**config.mk**
```make
export PLATFORM = sky130hd
export DESIGN_NAME = ivw_map
export DESIGN_NICKNAME = d
export VERILOG_FILES = /design/src/ivw_map.v /design/src/ivw_pending.v
export VERILOG_INCLUDE_DIRS = /design/src /design/src/src
export SDC_FILE = /design/constraint.sdc
export NUM_CORES = 1
export LEC_CHECK = 0
export CAP_MARGIN = 20
export CORE_UTILIZATION = 35
export DETAILED_ROUTE_END_ITERATION = 6
export DONT_BUFFER_PORTS = 1
export SETUP_SLACK_MARGIN = 0.15
export SYNTH_ARGS = -nofsm -noshare
export SYNTH_HDL_FRONTEND = slang
export SYNTH_HIERARCHICAL = 1
export SYNTH_SLANG_ARGS = --single-unit
```
**constraint.sdc**
```tcl
create_clock -name core_clk_in -period 3.4 [get_ports core_clk_in]
set_input_delay 0 -clock core_clk_in [delete_from_list [all_inputs] [get_ports core_clk_in]]
set_output_delay 0 -clock core_clk_in [all_outputs]
set_load 0.05 [all_outputs]
```
**src/ivw_defs.vh**
```
// Constants for the interrupt vector and wakeup map
//
// Function
// - Every request line 4 to 29 has a fixed vector, four bytes apart, line 4 at 0x8018 and line 29 at 0x807c.
// - Line 6 carries the port B/G pin request at 0x8020 and wakes from halt, active-halt and both waits.
// - Line 7 carries the port D/H pin request at 0x8024 and wakes from halt, active-halt and both waits.
// - Line 17 ORs clock switch, clock security, advanced timer break and output converter at 0x804c, waking only from the waits.
// - Line 18 ORs both comparators and the input converter at 0x8050 and wakes from every low-power state.
// - Line 19 ORs second timer update events and second serial port transmit events at 0x8054, waking only from the waits.
// - Line 21 ORs third timer update events and third serial port transmit events at 0x805c, waking only from the waits.
// - The two-wire interface wakes the core from halt or active-halt only on an own-address match.
// - The top-level request is the OR of the second timer and basic eight-bit timer overflows.
// - In wait-for-event state a serviceable request is taken only if enabled and no request set up as a wakeup event is pending.
// - A request set up as a wakeup event wakes the core from wait-for-event without vectoring.
// - The supply voltage detector request is ORed with the port E/F pin request onto line 5 at 0x801c.
// - A port-select setting chooses port E or port F pins for line 5.
`ifndef IVW_DEFS_VH
`define IVW_DEFS_VH
`define IVW_LINES 26
`define IVW_FIRST_LINE 5'h04
`define IVW_VEC_BASE 24'h008018
`define IVW_VEC_STEP 24'h000004
`define IVW_LINE_IDX_W 5
// Power state codes from the core
`define IVW_PWR_RUN 3'h0
`define IVW_PWR_HALT 3'h1
`define IVW_PWR_AHALT 3'h2
`define IVW_PWR_WFI 3'h3
`define IVW_PWR_WFE 3'h4
// Lines able to wake from halt/active-halt (bit n = line n+4)
`define IVW_HALT_WAKE_MASK 26'h2404fff
`define IVW_WFI_WAKE_MASK 26'h3e7ffff
`define IVW_WFE_WAKE_MASK 26'h3ffffff
`endif

```
**src/ivw_map.v**
```verilog
// Interrupt vector map with low-power wakeup qualification
`timescale 1ns/1ps
`include "ivw_defs.vh"
module ivw_map (
    input wire core_clk_in,
    input wire reset_n_in,
    input wire [2:0] power_state_in,
    input wire low_power_run_in,
    input wire wfe_exec_in,
    input wire [25:0] src_req_in,
    input wire supply_voltage_detector_in,
    input wire port_e_pin_in,
    input wire port_f_pin_in,
    input wire port_select_setting_in,
    input wire port_b_pin_in,
    input wire port_g_pin_in,
    input wire port_d_pin_in,
    input wire port_h_pin_in,
    input wire clk_switch_in,
    input wire clock_security_in,
    input wire advanced_timer_break_in,
    input wire dac_in,
    input wire comp1_in,
    input wire comp2_in,
    input wire analog_input_converter_in,
    input wire [3:0] second_general_timer_in,
    input wire [1:0] second_serial_port_in,
    input wire [3:0] third_general_timer_in,
    input wire [1:0] third_serial_port_in,
    input wire twi_req_in,
    input wire twi_addr_match_in,
    input wire basic_eight_bit_timer_ovf_in,
    input wire [25:0] int_enable_in,
    input wire [25:0] wake_event_cfg_in,
    input wire vector_fetch_in,
    output wire top_level_request_out,
    output reg irq_out,
    output reg [23:0] vector_addr_out,
    output reg wakeup_out,
    output reg resume_no_vector_out,
    output reg enter_wfe_out
);
    ////////////////////////////////////////////////////////////////////////
    // Vector for a line index
    function [23:0] vec_of;
        input [4:0] idx;
        begin
            vec_of = `IVW_VEC_BASE + `IVW_VEC_STEP * {19'h0, idx};
        end
    endfunction

    ////////////////////////////////////////////////////////////////////////
    // Shared source combining
    wire port_ef = port_select_setting_in ? port_f_pin_in
                                          : port_e_pin_in;
    wire twi_gated;
    reg [25:0] req;
    wire halt_st = (power_state_in == `IVW_PWR_HALT) ||
                   (power_state_in == `IVW_PWR_AHALT);
    // Address-match only wake while halted
    assign twi_gated = halt_st ? (twi_req_in & twi_addr_match_in)
                               : twi_req_in;
    assign top_level_request_out = second_general_timer_in[1] |
                                   basic_eight_bit_timer_ovf_in;
    always @* begin
        req = src_req_in;
        req[1] = supply_voltage_detector_in | port_ef;
        req[2] = port_b_pin_in | port_g_pin_in;
        req[3] = port_d_pin_in | port_h_pin_in;
        req[13] = clk_switch_in | clock_security_in |
                  advanced_timer_break_in | dac_in;
        req[14] = comp1_in | comp2_in | analog_input_converter_in;
        req[15] = (|second_general_timer_in) |
                  (|second_serial_port_in);
        req[17] = (|third_general_timer_in) |
                  (|third_serial_port_in);
        req[25] = twi_gated;
    end

    ////////////////////////////////////////////////////////////////////////
    // Pending flags, cleared by vector fetch of the winning line
    wire [25:0] pend;
    reg [25:0] ack;
    reg [4:0] win_idx;
    reg win_any;
    genvar g;
    generate
        for (g = 0; g < `IVW_LINES; g = g + 1) begin : gp
            ivw_pending u_p (
                .core_clk_in(core_clk_in),
                .reset_n_in(reset_n_in),
                .req_in(req[g]),
                .ack_in(ack[g]),
                .pend_out(pend[g])
            );
        end
    endgenerate

    // Serviceable lines: enabled ones; wake events never vector
    wire [25:0] svc = pend & int_enable_in & ~wake_event_cfg_in;
    wire [25:0] evt = pend & wake_event_cfg_in;
    integer i;
    // Lowest line number wins
    always @* begin
        win_idx = 5'h00;
        win_any = 1'b0;
        ack = 26'h0;
        for (i = `IVW_LINES - 1; i >= 0; i = i - 1) begin
            if (svc[i]) begin
                win_idx = i[4:0];
                win_any = 1'b1;
            end
        end
        if (vector_fetch_in && win_any) begin
            ack[win_idx] = 1'b1;
        end
        if (power_state_in == `IVW_PWR_WFE) begin
            ack = ack | evt;
        end
    end

    ////////////////////////////////////////////////////////////////////////
    // Wakeup qualification per power state
    reg [25:0] wmask;
    always @* begin
        case (power_state_in)
            `IVW_PWR_HALT: wmask = `IVW_HALT_WAKE_MASK;
            `IVW_PWR_AHALT: wmask = `IVW_HALT_WAKE_MASK;
            `IVW_PWR_WFI: wmask = `IVW_WFI_WAKE_MASK;
            `IVW_PWR_WFE: wmask = `IVW_WFE_WAKE_MASK;
            default: wmask = 26'h0;
        endcase
    end
    // Halt lines seen combinationally from the raw request
    wire halt_wake = halt_st & |(req & `IVW_HALT_WAKE_MASK);
    wire wfe_st = (power_state_in == `IVW_PWR_WFE);
    wire wake_any = |((svc | evt) & wmask);

    ////////////////////////////////////////////////////////////////////////
    // Registered outputs to the core
    always @(posedge core_clk_in or negedge reset_n_in) begin
        if (!reset_n_in) begin
            irq_out <= 1'b0;
            vector_addr_out <= 24'h000000;
            wakeup_out <= 1'b0;
            resume_no_vector_out <= 1'b0;
            enter_wfe_out <= 1'b0;
        end else begin
            irq_out <= win_any & ~(wfe_st & (|evt));
            vector_addr_out <= vec_of(win_idx);
            wakeup_out <= wake_any | halt_wake;
            resume_no_vector_out <= wfe_st & (|evt);
            enter_wfe_out <= wfe_exec_in & low_power_run_in;
        end
    end
endmodule

```
**src/ivw_pending.v**
```verilog
// One-line pending flag with level capture and acknowledge
`timescale 1ns/1ps
module ivw_pending (
    input wire core_clk_in,
    input wire reset_n_in,
    input wire req_in,
    input wire ack_in,
    output wire pend_out
);
    reg pend_r;
    // Set wins over clear so a request in the ack cycle survives
    always @(posedge core_clk_in or negedge reset_n_in) begin
        if (!reset_n_in) begin
            pend_r <= 1'b0;
        end else if (req_in) begin
            pend_r <= 1'b1;
        end else if (ack_in) begin
            pend_r <= 1'b0;
        end
    end
    assign pend_out = pend_r;
endmodule

```
# Yosys cells after proc, flatten, opt, wreduce, memory -nomap -nowiden
# Cells that the tools add are included.
[op_classes] n_addsub=1 n_lt_le_gt_ge=2 n_eq_ne=4 n_mux=111 n_bitwise=25 reduce_logical=37
[ops] cell="2-to-1 mux 5 bit" n=26
[ops] cell="AND 26 bit" n=4
[ops] cell="2-to-1 mux 1 bit" n=81
[ops] cell="case mux 26 bit (3 select lines)" n=1
[ops] cell="2-to-1 mux 26 bit" n=2
[ops] cell="bitwise OR 26 bit" n=2
[ops] cell="nonzero test 2 bit" n=26
[ops] cell="OR reduction 26 bit" n=2
[ops] cell="NOT 26 bit" n=1
[ops] cell="adder 16 x 7 -> 17 bit (first input constant)" n=1
[ops] cell="OR reduction 15 bit" n=1
[ops] cell="bitwise OR 1 bit" n=12
[ops] cell="OR reduction 4 bit" n=2
[ops] cell="== test 3 x 2 -> 1 bit (second input constant)" n=2
[ops] cell="< comparator 5 x 6 -> 1 bit (second input constant)" n=1
[ops] cell="OR reduction 2 bit" n=3
[ops] cell="AND 1 bit" n=5
[ops] cell="demux 1 bit (select 5 bit)" n=1
[ops] cell=">= comparator 5 x 1 -> 1 bit (second input constant)" n=1
[ops] cell="== test 3 x 1 -> 1 bit (second input constant)" n=1
[ops] cell="== test 3 bit (second input constant)" n=1
[ops] cell="logical AND 1 bit" n=2
[ops] cell="logical OR 1 bit" n=1
[ops] cell="NOT 1 bit" n=1
[totals] reg_bits=47 input_bits=116 output_inout_bits=29 word_cells=211

# Longest topological paths before layout
[logic_depth] depth_word=37 depth_mapped=10 mapped_depth_nobuf=9

# Modules after synthesis
# Netlist, hierarchy kept.
[modules_own_cells] module="ivw_map" n_inst=1 cells_per_inst=247 area_each_um2=1775.5 seq_area_each_um2=275.3
[modules_own_cells] module="ivw_pending" n_inst=26 cells_per_inst=3 area_each_um2=36.3 seq_area_each_um2=25.0

# Worst setup path after synthesis
# No wires, ideal clock.
[synth_path] path_type="flip-flop to flip-flop" startpoint="register gp[24].u_p.pend_r" endpoint="register gp[13].u_p.pend_r" setup_time_ps=118 arrival_ps=1912 required_time_ps=3282 setup_slack_ps=1370 stages_incl_launch_ff=10 n_path_buf=1 period_less_slack_ps=2030 cell_sequence="dfrtp_1 -> and3b_4 -> o211ai_2 -> a41oi_1 -> o31a_1 -> or2_4 -> buf_6 -> o32ai_1 -> inv_1 -> a21o_1"
[synth_via] elab_chain_cells=35 elab_cells_between_ends=62 cone_classes="order compare (2); mux (54); bitwise (3); reduce/logical (3)"
[synth_rtl] item="start, declared" line="ivw_pending.v:10" rtl="reg pend_r;"
[synth_rtl] item="start signal, assigned" line="ivw_pending.v:14" rtl="pend_r <= 1'b0;"
[synth_rtl] item="start signal, assigned" line="ivw_pending.v:16" rtl="pend_r <= 1'b1;"
[synth_rtl] item="start signal, assigned" line="ivw_pending.v:18" rtl="pend_r <= 1'b0;"
[synth_rtl] item="AND 26 bit * (2 in series)" line="ivw_map.v:100" rtl="wire [25:0] svc = pend & int_enable_in & ~wake_event_cfg_in;"
[synth_rtl] item="2-to-1 mux 5 bit (25 in series)" line="ivw_map.v:109" rtl="if (svc[i]) begin"
[synth_rtl] item="< comparator 5 x 6 -> 1 bit (implied by the code) / >= comparator 5 x 1 -> 1 bit (equally long branches)" line="ivw_map.v:115" rtl="ack[win_idx] = 1'b1;"
[synth_rtl] item="logical AND 1 bit (implied by the code)" line="ivw_map.v:115"
[synth_rtl] item="2-to-1 mux 1 bit (implied by the code)" line="ivw_map.v:115"
[synth_rtl] item="demux 1 bit (select 5 bit)" line="ivw_map.v:115"
[synth_rtl] item="2-to-1 mux 26 bit *" line="ivw_map.v:114" rtl="if (vector_fetch_in && win_any) begin"
[synth_rtl] item="bitwise OR 26 bit" line="ivw_map.v:118" rtl="ack = ack | evt;"
[synth_rtl] item="2-to-1 mux 26 bit *" line="ivw_map.v:117" rtl="if (power_state_in == `IVW_PWR_WFE) begin"
[synth_rtl] item="named net ack[13]" line="ivw_map.v:83" rtl="reg [25:0] ack;"
[synth_rtl] item="nonzero test 2 bit (no line) *"
[synth_rtl] item="end signal, assigned" line="ivw_pending.v:14"
[synth_rtl] item="end signal, assigned" line="ivw_pending.v:16"
[synth_rtl] item="end signal, assigned" line="ivw_pending.v:18"
[synth_rtl] item="end, declared" line="ivw_pending.v:10"
# Mark *: on every way through the listed nets, which the timed path passes. The rest lies on a longest branch.
# A chain may end at the register's enable or synchronous reset.

# Worst setup path after layout
[layout_path] startpoint="register gp[17].u_p.pend_r" endpoint="register gp[10].u_p.pend_r"
[layout_via] elab_chain_cells=28 elab_cells_between_ends=48 cone_classes="order compare (2); mux (40); bitwise (3); reduce/logical (3)"
[layout_rtl] item="start, declared" line="ivw_pending.v:10"
[layout_rtl] item="start signal, assigned" line="ivw_pending.v:14"
[layout_rtl] item="start signal, assigned" line="ivw_pending.v:16"
[layout_rtl] item="start signal, assigned" line="ivw_pending.v:18"
[layout_rtl] item="AND 26 bit * (2 in series)" line="ivw_map.v:100"
[layout_rtl] item="2-to-1 mux 5 bit (18 in series)" line="ivw_map.v:109"
[layout_rtl] item="< comparator 5 x 6 -> 1 bit (implied by the code) / >= comparator 5 x 1 -> 1 bit (equally long branches)" line="ivw_map.v:115"
[layout_rtl] item="logical AND 1 bit (implied by the code)" line="ivw_map.v:115"
[layout_rtl] item="2-to-1 mux 1 bit (implied by the code)" line="ivw_map.v:115"
[layout_rtl] item="demux 1 bit (select 5 bit)" line="ivw_map.v:115"
[layout_rtl] item="2-to-1 mux 26 bit *" line="ivw_map.v:114"
[layout_rtl] item="bitwise OR 26 bit" line="ivw_map.v:118"
[layout_rtl] item="2-to-1 mux 26 bit *" line="ivw_map.v:117"
[layout_rtl] item="named net ack[10]" line="ivw_map.v:83"
[layout_rtl] item="nonzero test 2 bit (no line) *"
[layout_rtl] item="end signal, assigned" line="ivw_pending.v:14"
[layout_rtl] item="end signal, assigned" line="ivw_pending.v:16"
[layout_rtl] item="end signal, assigned" line="ivw_pending.v:18"
[layout_rtl] item="end, declared" line="ivw_pending.v:10"
# Marks and branches as above.

==> flow_summary_export.csv <==
group,metric,value,unit
detailed_routing,drtIter0Drc,248,
detailed_routing,drtAntennaViolNets,0,
final_layout,finalNonFillerCells,469,
sta,setup-violations-final,0,
synthesis,synth_area_leaders,"dfrtp_1, a21o_1, nand2_1, nand3b_1, o32ai_1",
synthesis,synthAdderAreaFrac,0.460,%
setup_path,cp.arrival,2680,ps
sta,min_period,2500,ps
final_layout,fillers,775,
clock_tree,cts.path.max_buffers,2,
setup_path,crit_required,3580,ps
floorplanning,ioPinCount,145,
setup_path,r2r_cells,9,
sta,timing.final.max_slew_violations,0,
status,failed_checks,"hold timing",
placed_design,place.gp.congestion,0.877,
grt,grt_max_degree,38,
detailed_routing,drt-wirelength-per-cell,18.2,microns
synthesis,synth.most_common_cell,"nand2_1",
synthesis,synth-seq-cells,37,
sta,fin_crit_sh,73.4,%
synthesis,ys_warn_count,6,
synthesis,synth_cells,325,
worst_hold_path,hold_end,"gp[21].u_p/pend_out",
setup_path,critPathCaptureType,"register",
clock_tree,htreeDepth,2,
final_layout,fin_nets,487,
sta,tightestPinTransition,944,ps
sta,final.setup.tns,0,ps
floorplanning,die_h,90.1,microns
sta,finalClockSkew,6.04,ps
detailed_routing,drc,0,
synthesis,avgSynthCellArea,8.37,sq um
placed_design,dp.cells,418,
floorplanning,die_w,90.1,microns
flow_run,cap_violations,0,
placed_design,io_buffers,0,
grt,grt_use_total,20.7,%
detailed_routing,drt_first_pass_iters,5,
final_layout,seqCellArea,926,sq um
synthesis,yosysSeqAreaShare,34.1,%
synthesis,synth_compound_area_share,23.4,%
sta,grt_setup_unrepaired,"false",
status,outcome,"finished, violations left",
worst_hold_path,hold_path.class,"in2reg",
clock_tree,cts_inserted_buffers,5,
sta,finalHoldViolCount,1,
detailed_routing,routed_wl,8.55,mm
synthesis,synth_top_family_by_area,"simple AND/OR/NAND/NOR gates",
sta,max_freq,401,MHz
setup_path,r2r_slack,900,ps
synthesis,ys_types,55,
final_layout,syn2layout_area_growth,20.7,%
power,power_leakage,1.23,nW
setup_path,r2r_start,"gp[17].u_p/pend_out",
floorplanning,core,0.00737,sq mm
power,ir_worst_vdd,0.000270,V
sta,slew_headroom,36.9,%
detailed_routing,dr_total_vias,2696,
clock_tree,cts_resized,0,
worst_hold_path,hold-path-cell-count,4,
synthesis,synth_edf_count,0,
synthesis,yosysTopAreaCell,"dfrtp_1",
synthesis,synth_xor_area_share,0.644,%
setup_path,critPathKind,"reg2reg",
sta,hold_ws,-0.828,ps
floorplanning,die_area,0.00812,sq mm
synthesis,muxShareOfSynthArea,0,%
floorplanning,fp-row-count,31,
final_layout,n_antenna_cell,0,
grt,gr-total-overflow,0,
final_layout,drive_above_1_share,5.41,%
synthesis,syn-cell-area,0.00272,sq mm
synthesis,async_flop_share,100,%
clock_tree,clk_latency,290,ps
grt,grt_pass1_vias,2667,
clock_tree,post_cts_buffers,0,
setup_path,crit_fanout,15,
clock_tree,cts.sinks,37,
clock_tree,root_buffer,"clkbuf_8",
synthesis,synth_top_cell_area_share,34.1,%
setup_path,crit_path_start_kind,"register",
synthesis,synthFlopType,"dfrtp_1",
synthesis,synth-simple-area-share,31.2,%
grt,antenna_found_initial,0,
synthesis,ys_top_cells_by_count,"nand2_1, dfrtp_1, inv_1, a21o_1, nand3b_1",
placed_design,dpl.hpwl,6.45,mm
worst_hold_path,hp-start,"wake_event_cfg_in[21]",
floorplanning,start_util,36.9,%
grt,grt_first_pass_wirelength,13.3,mm
clock_tree,cts_tree,"yes",
setup_path,rr_endpoint,"gp[10].u_p/pend_out",
power,pwr_density_cell,358,mW/mm^2
detailed_routing,vias_per_cell,5.75,
clock_tree,clk_pin_slew_worst_paths,80,ps
final_layout,multiInputGateArea,0.00158,sq mm
==> critical path, cell delays in order, from the launching register on <==
cell and delay (ps):
dfrtp_1 420, nand3b_1 150, nand2_1 130, a31oi_1 200
a21boi_1 130, nor3_4 470, inv_2 280, o32ai_1 370
inv_1 90, a21o_1 160
==> state kept, by name, indices dropped and copies added, names as in the netlist <==
name                  cells
vector_addr_out           7
wakeup_out                1
irq_out                   1
resume_no_vector_out      1
enter_wfe_out             1
gp.u_p/pend_out          26
==> placed cells by master, fill, tap and decap left out, types with 3 or more instances in the layout <==
master | synthesis | routed
nand2_1 | 46 | 46
dlygate4sd3_1 | 0 | 43
dfrtp_1 | 37 | 37
inv_1 | 29 | 29
a21o_1 | 26 | 26
nand3b_1 | 23 | 23
conb_1 | 2 | 18
o32ai_1 | 16 | 16
nand3_1 | 14 | 14
nor2_1 | 11 | 11
nand4_1 | 9 | 9
o21ai_0 | 8 | 8
o31ai_1 | 7 | 7
nor4_1 | 7 | 7
clkbuf_8 | 0 | 6
nor3_1 | 5 | 5
or3_1 | 5 | 5
a21oi_1 | 4 | 4
and3b_1 | 3 | 3
nor3b_1 | 3 | 3
or2_2 | 3 | 3
a22oi_1 | 3 | 3
==> layout make-up <==
cell class              instances  area share (%)
flip-flops and latches         37            28.2
inverters                      30            3.43
clock buffers                   7            2.63
well taps                      99            3.77
repair buffers                 44            13.7
multi-input cells             252            48.2
==> worst max-delay path by stage <==
stage,start,end,slack (ps)
6_report,gp[17].u_p/pend_out,gp[10].u_p/pend_out,900
5_1_grt,gp[15].u_p/pend_out,gp[6].u_p/pend_out,770
4_1_cts,gp[17].u_p/pend_out,gp[10].u_p/pend_out,980
2_1_floorplan,gp[24].u_p/pend_out,gp[13].u_p/pend_out,1370
3_3_place_gp,gp[24].u_p/pend_out,gp[8].u_p/pend_out,1020
3_5_place_dp,gp[15].u_p/pend_out,gp[10].u_p/pend_out,1000
==> cell families (layout without fill, tap and decap cells) <==
group / after synthesis / in the layout
AO/OA/AOI/OAI: 83 / 83
XOR/XNOR: 2 / 2
adder cells (fa/ha/maj): 1 / 1
buffers and inverters: 52 / 81
flip-flops: 37 / 37
other: 2 / 18
AND/OR/NAND/NOR: 148 / 148
==> repair_timing <==
item	in CTS	in global routing
hold buffers	44	0
endpoints found under the setup margin	0	0
hold endpoints to repair	66	0
==> through the flow <==
stage | utilization (%) | cell area [sq um] | hold slack, ps | setup slack, ps | total power (W)
3_3_place_gp | 37.2 | 2750 | -294 | 1020 | 0.000805
5_1_grt | 44.5 | 3280 | 20.7 | 768 | 0.00123
4_1_cts | 44.5 | 3280 | 0.142 | 982 | 0.00118
2_1_floorplan | - | 2780 | -296 | 1370 | 0.000772
6_report | 44.5 | 3280 | -0.828 | 904 | 0.00118
3_5_place_dp | 37.2 | 2750 | -294 | 1000 | 0.000809
==> metal layers <==
metal / track usage, % / wire, microns
met1: 26.3 / 3610
met2: 35.9 / 4060
met5: 0 / 0
met4: 3.63 / 74
met3: 4.91 / 804
==> report_power, final <==
group	switching [W]	internal, W
Clock	0.000158	0.000161
Sequential	0.0000695	0.000466
Combinational	0.000205	0.000116
Total	0.000433	0.000742
(Power assumes the default switching activity.)
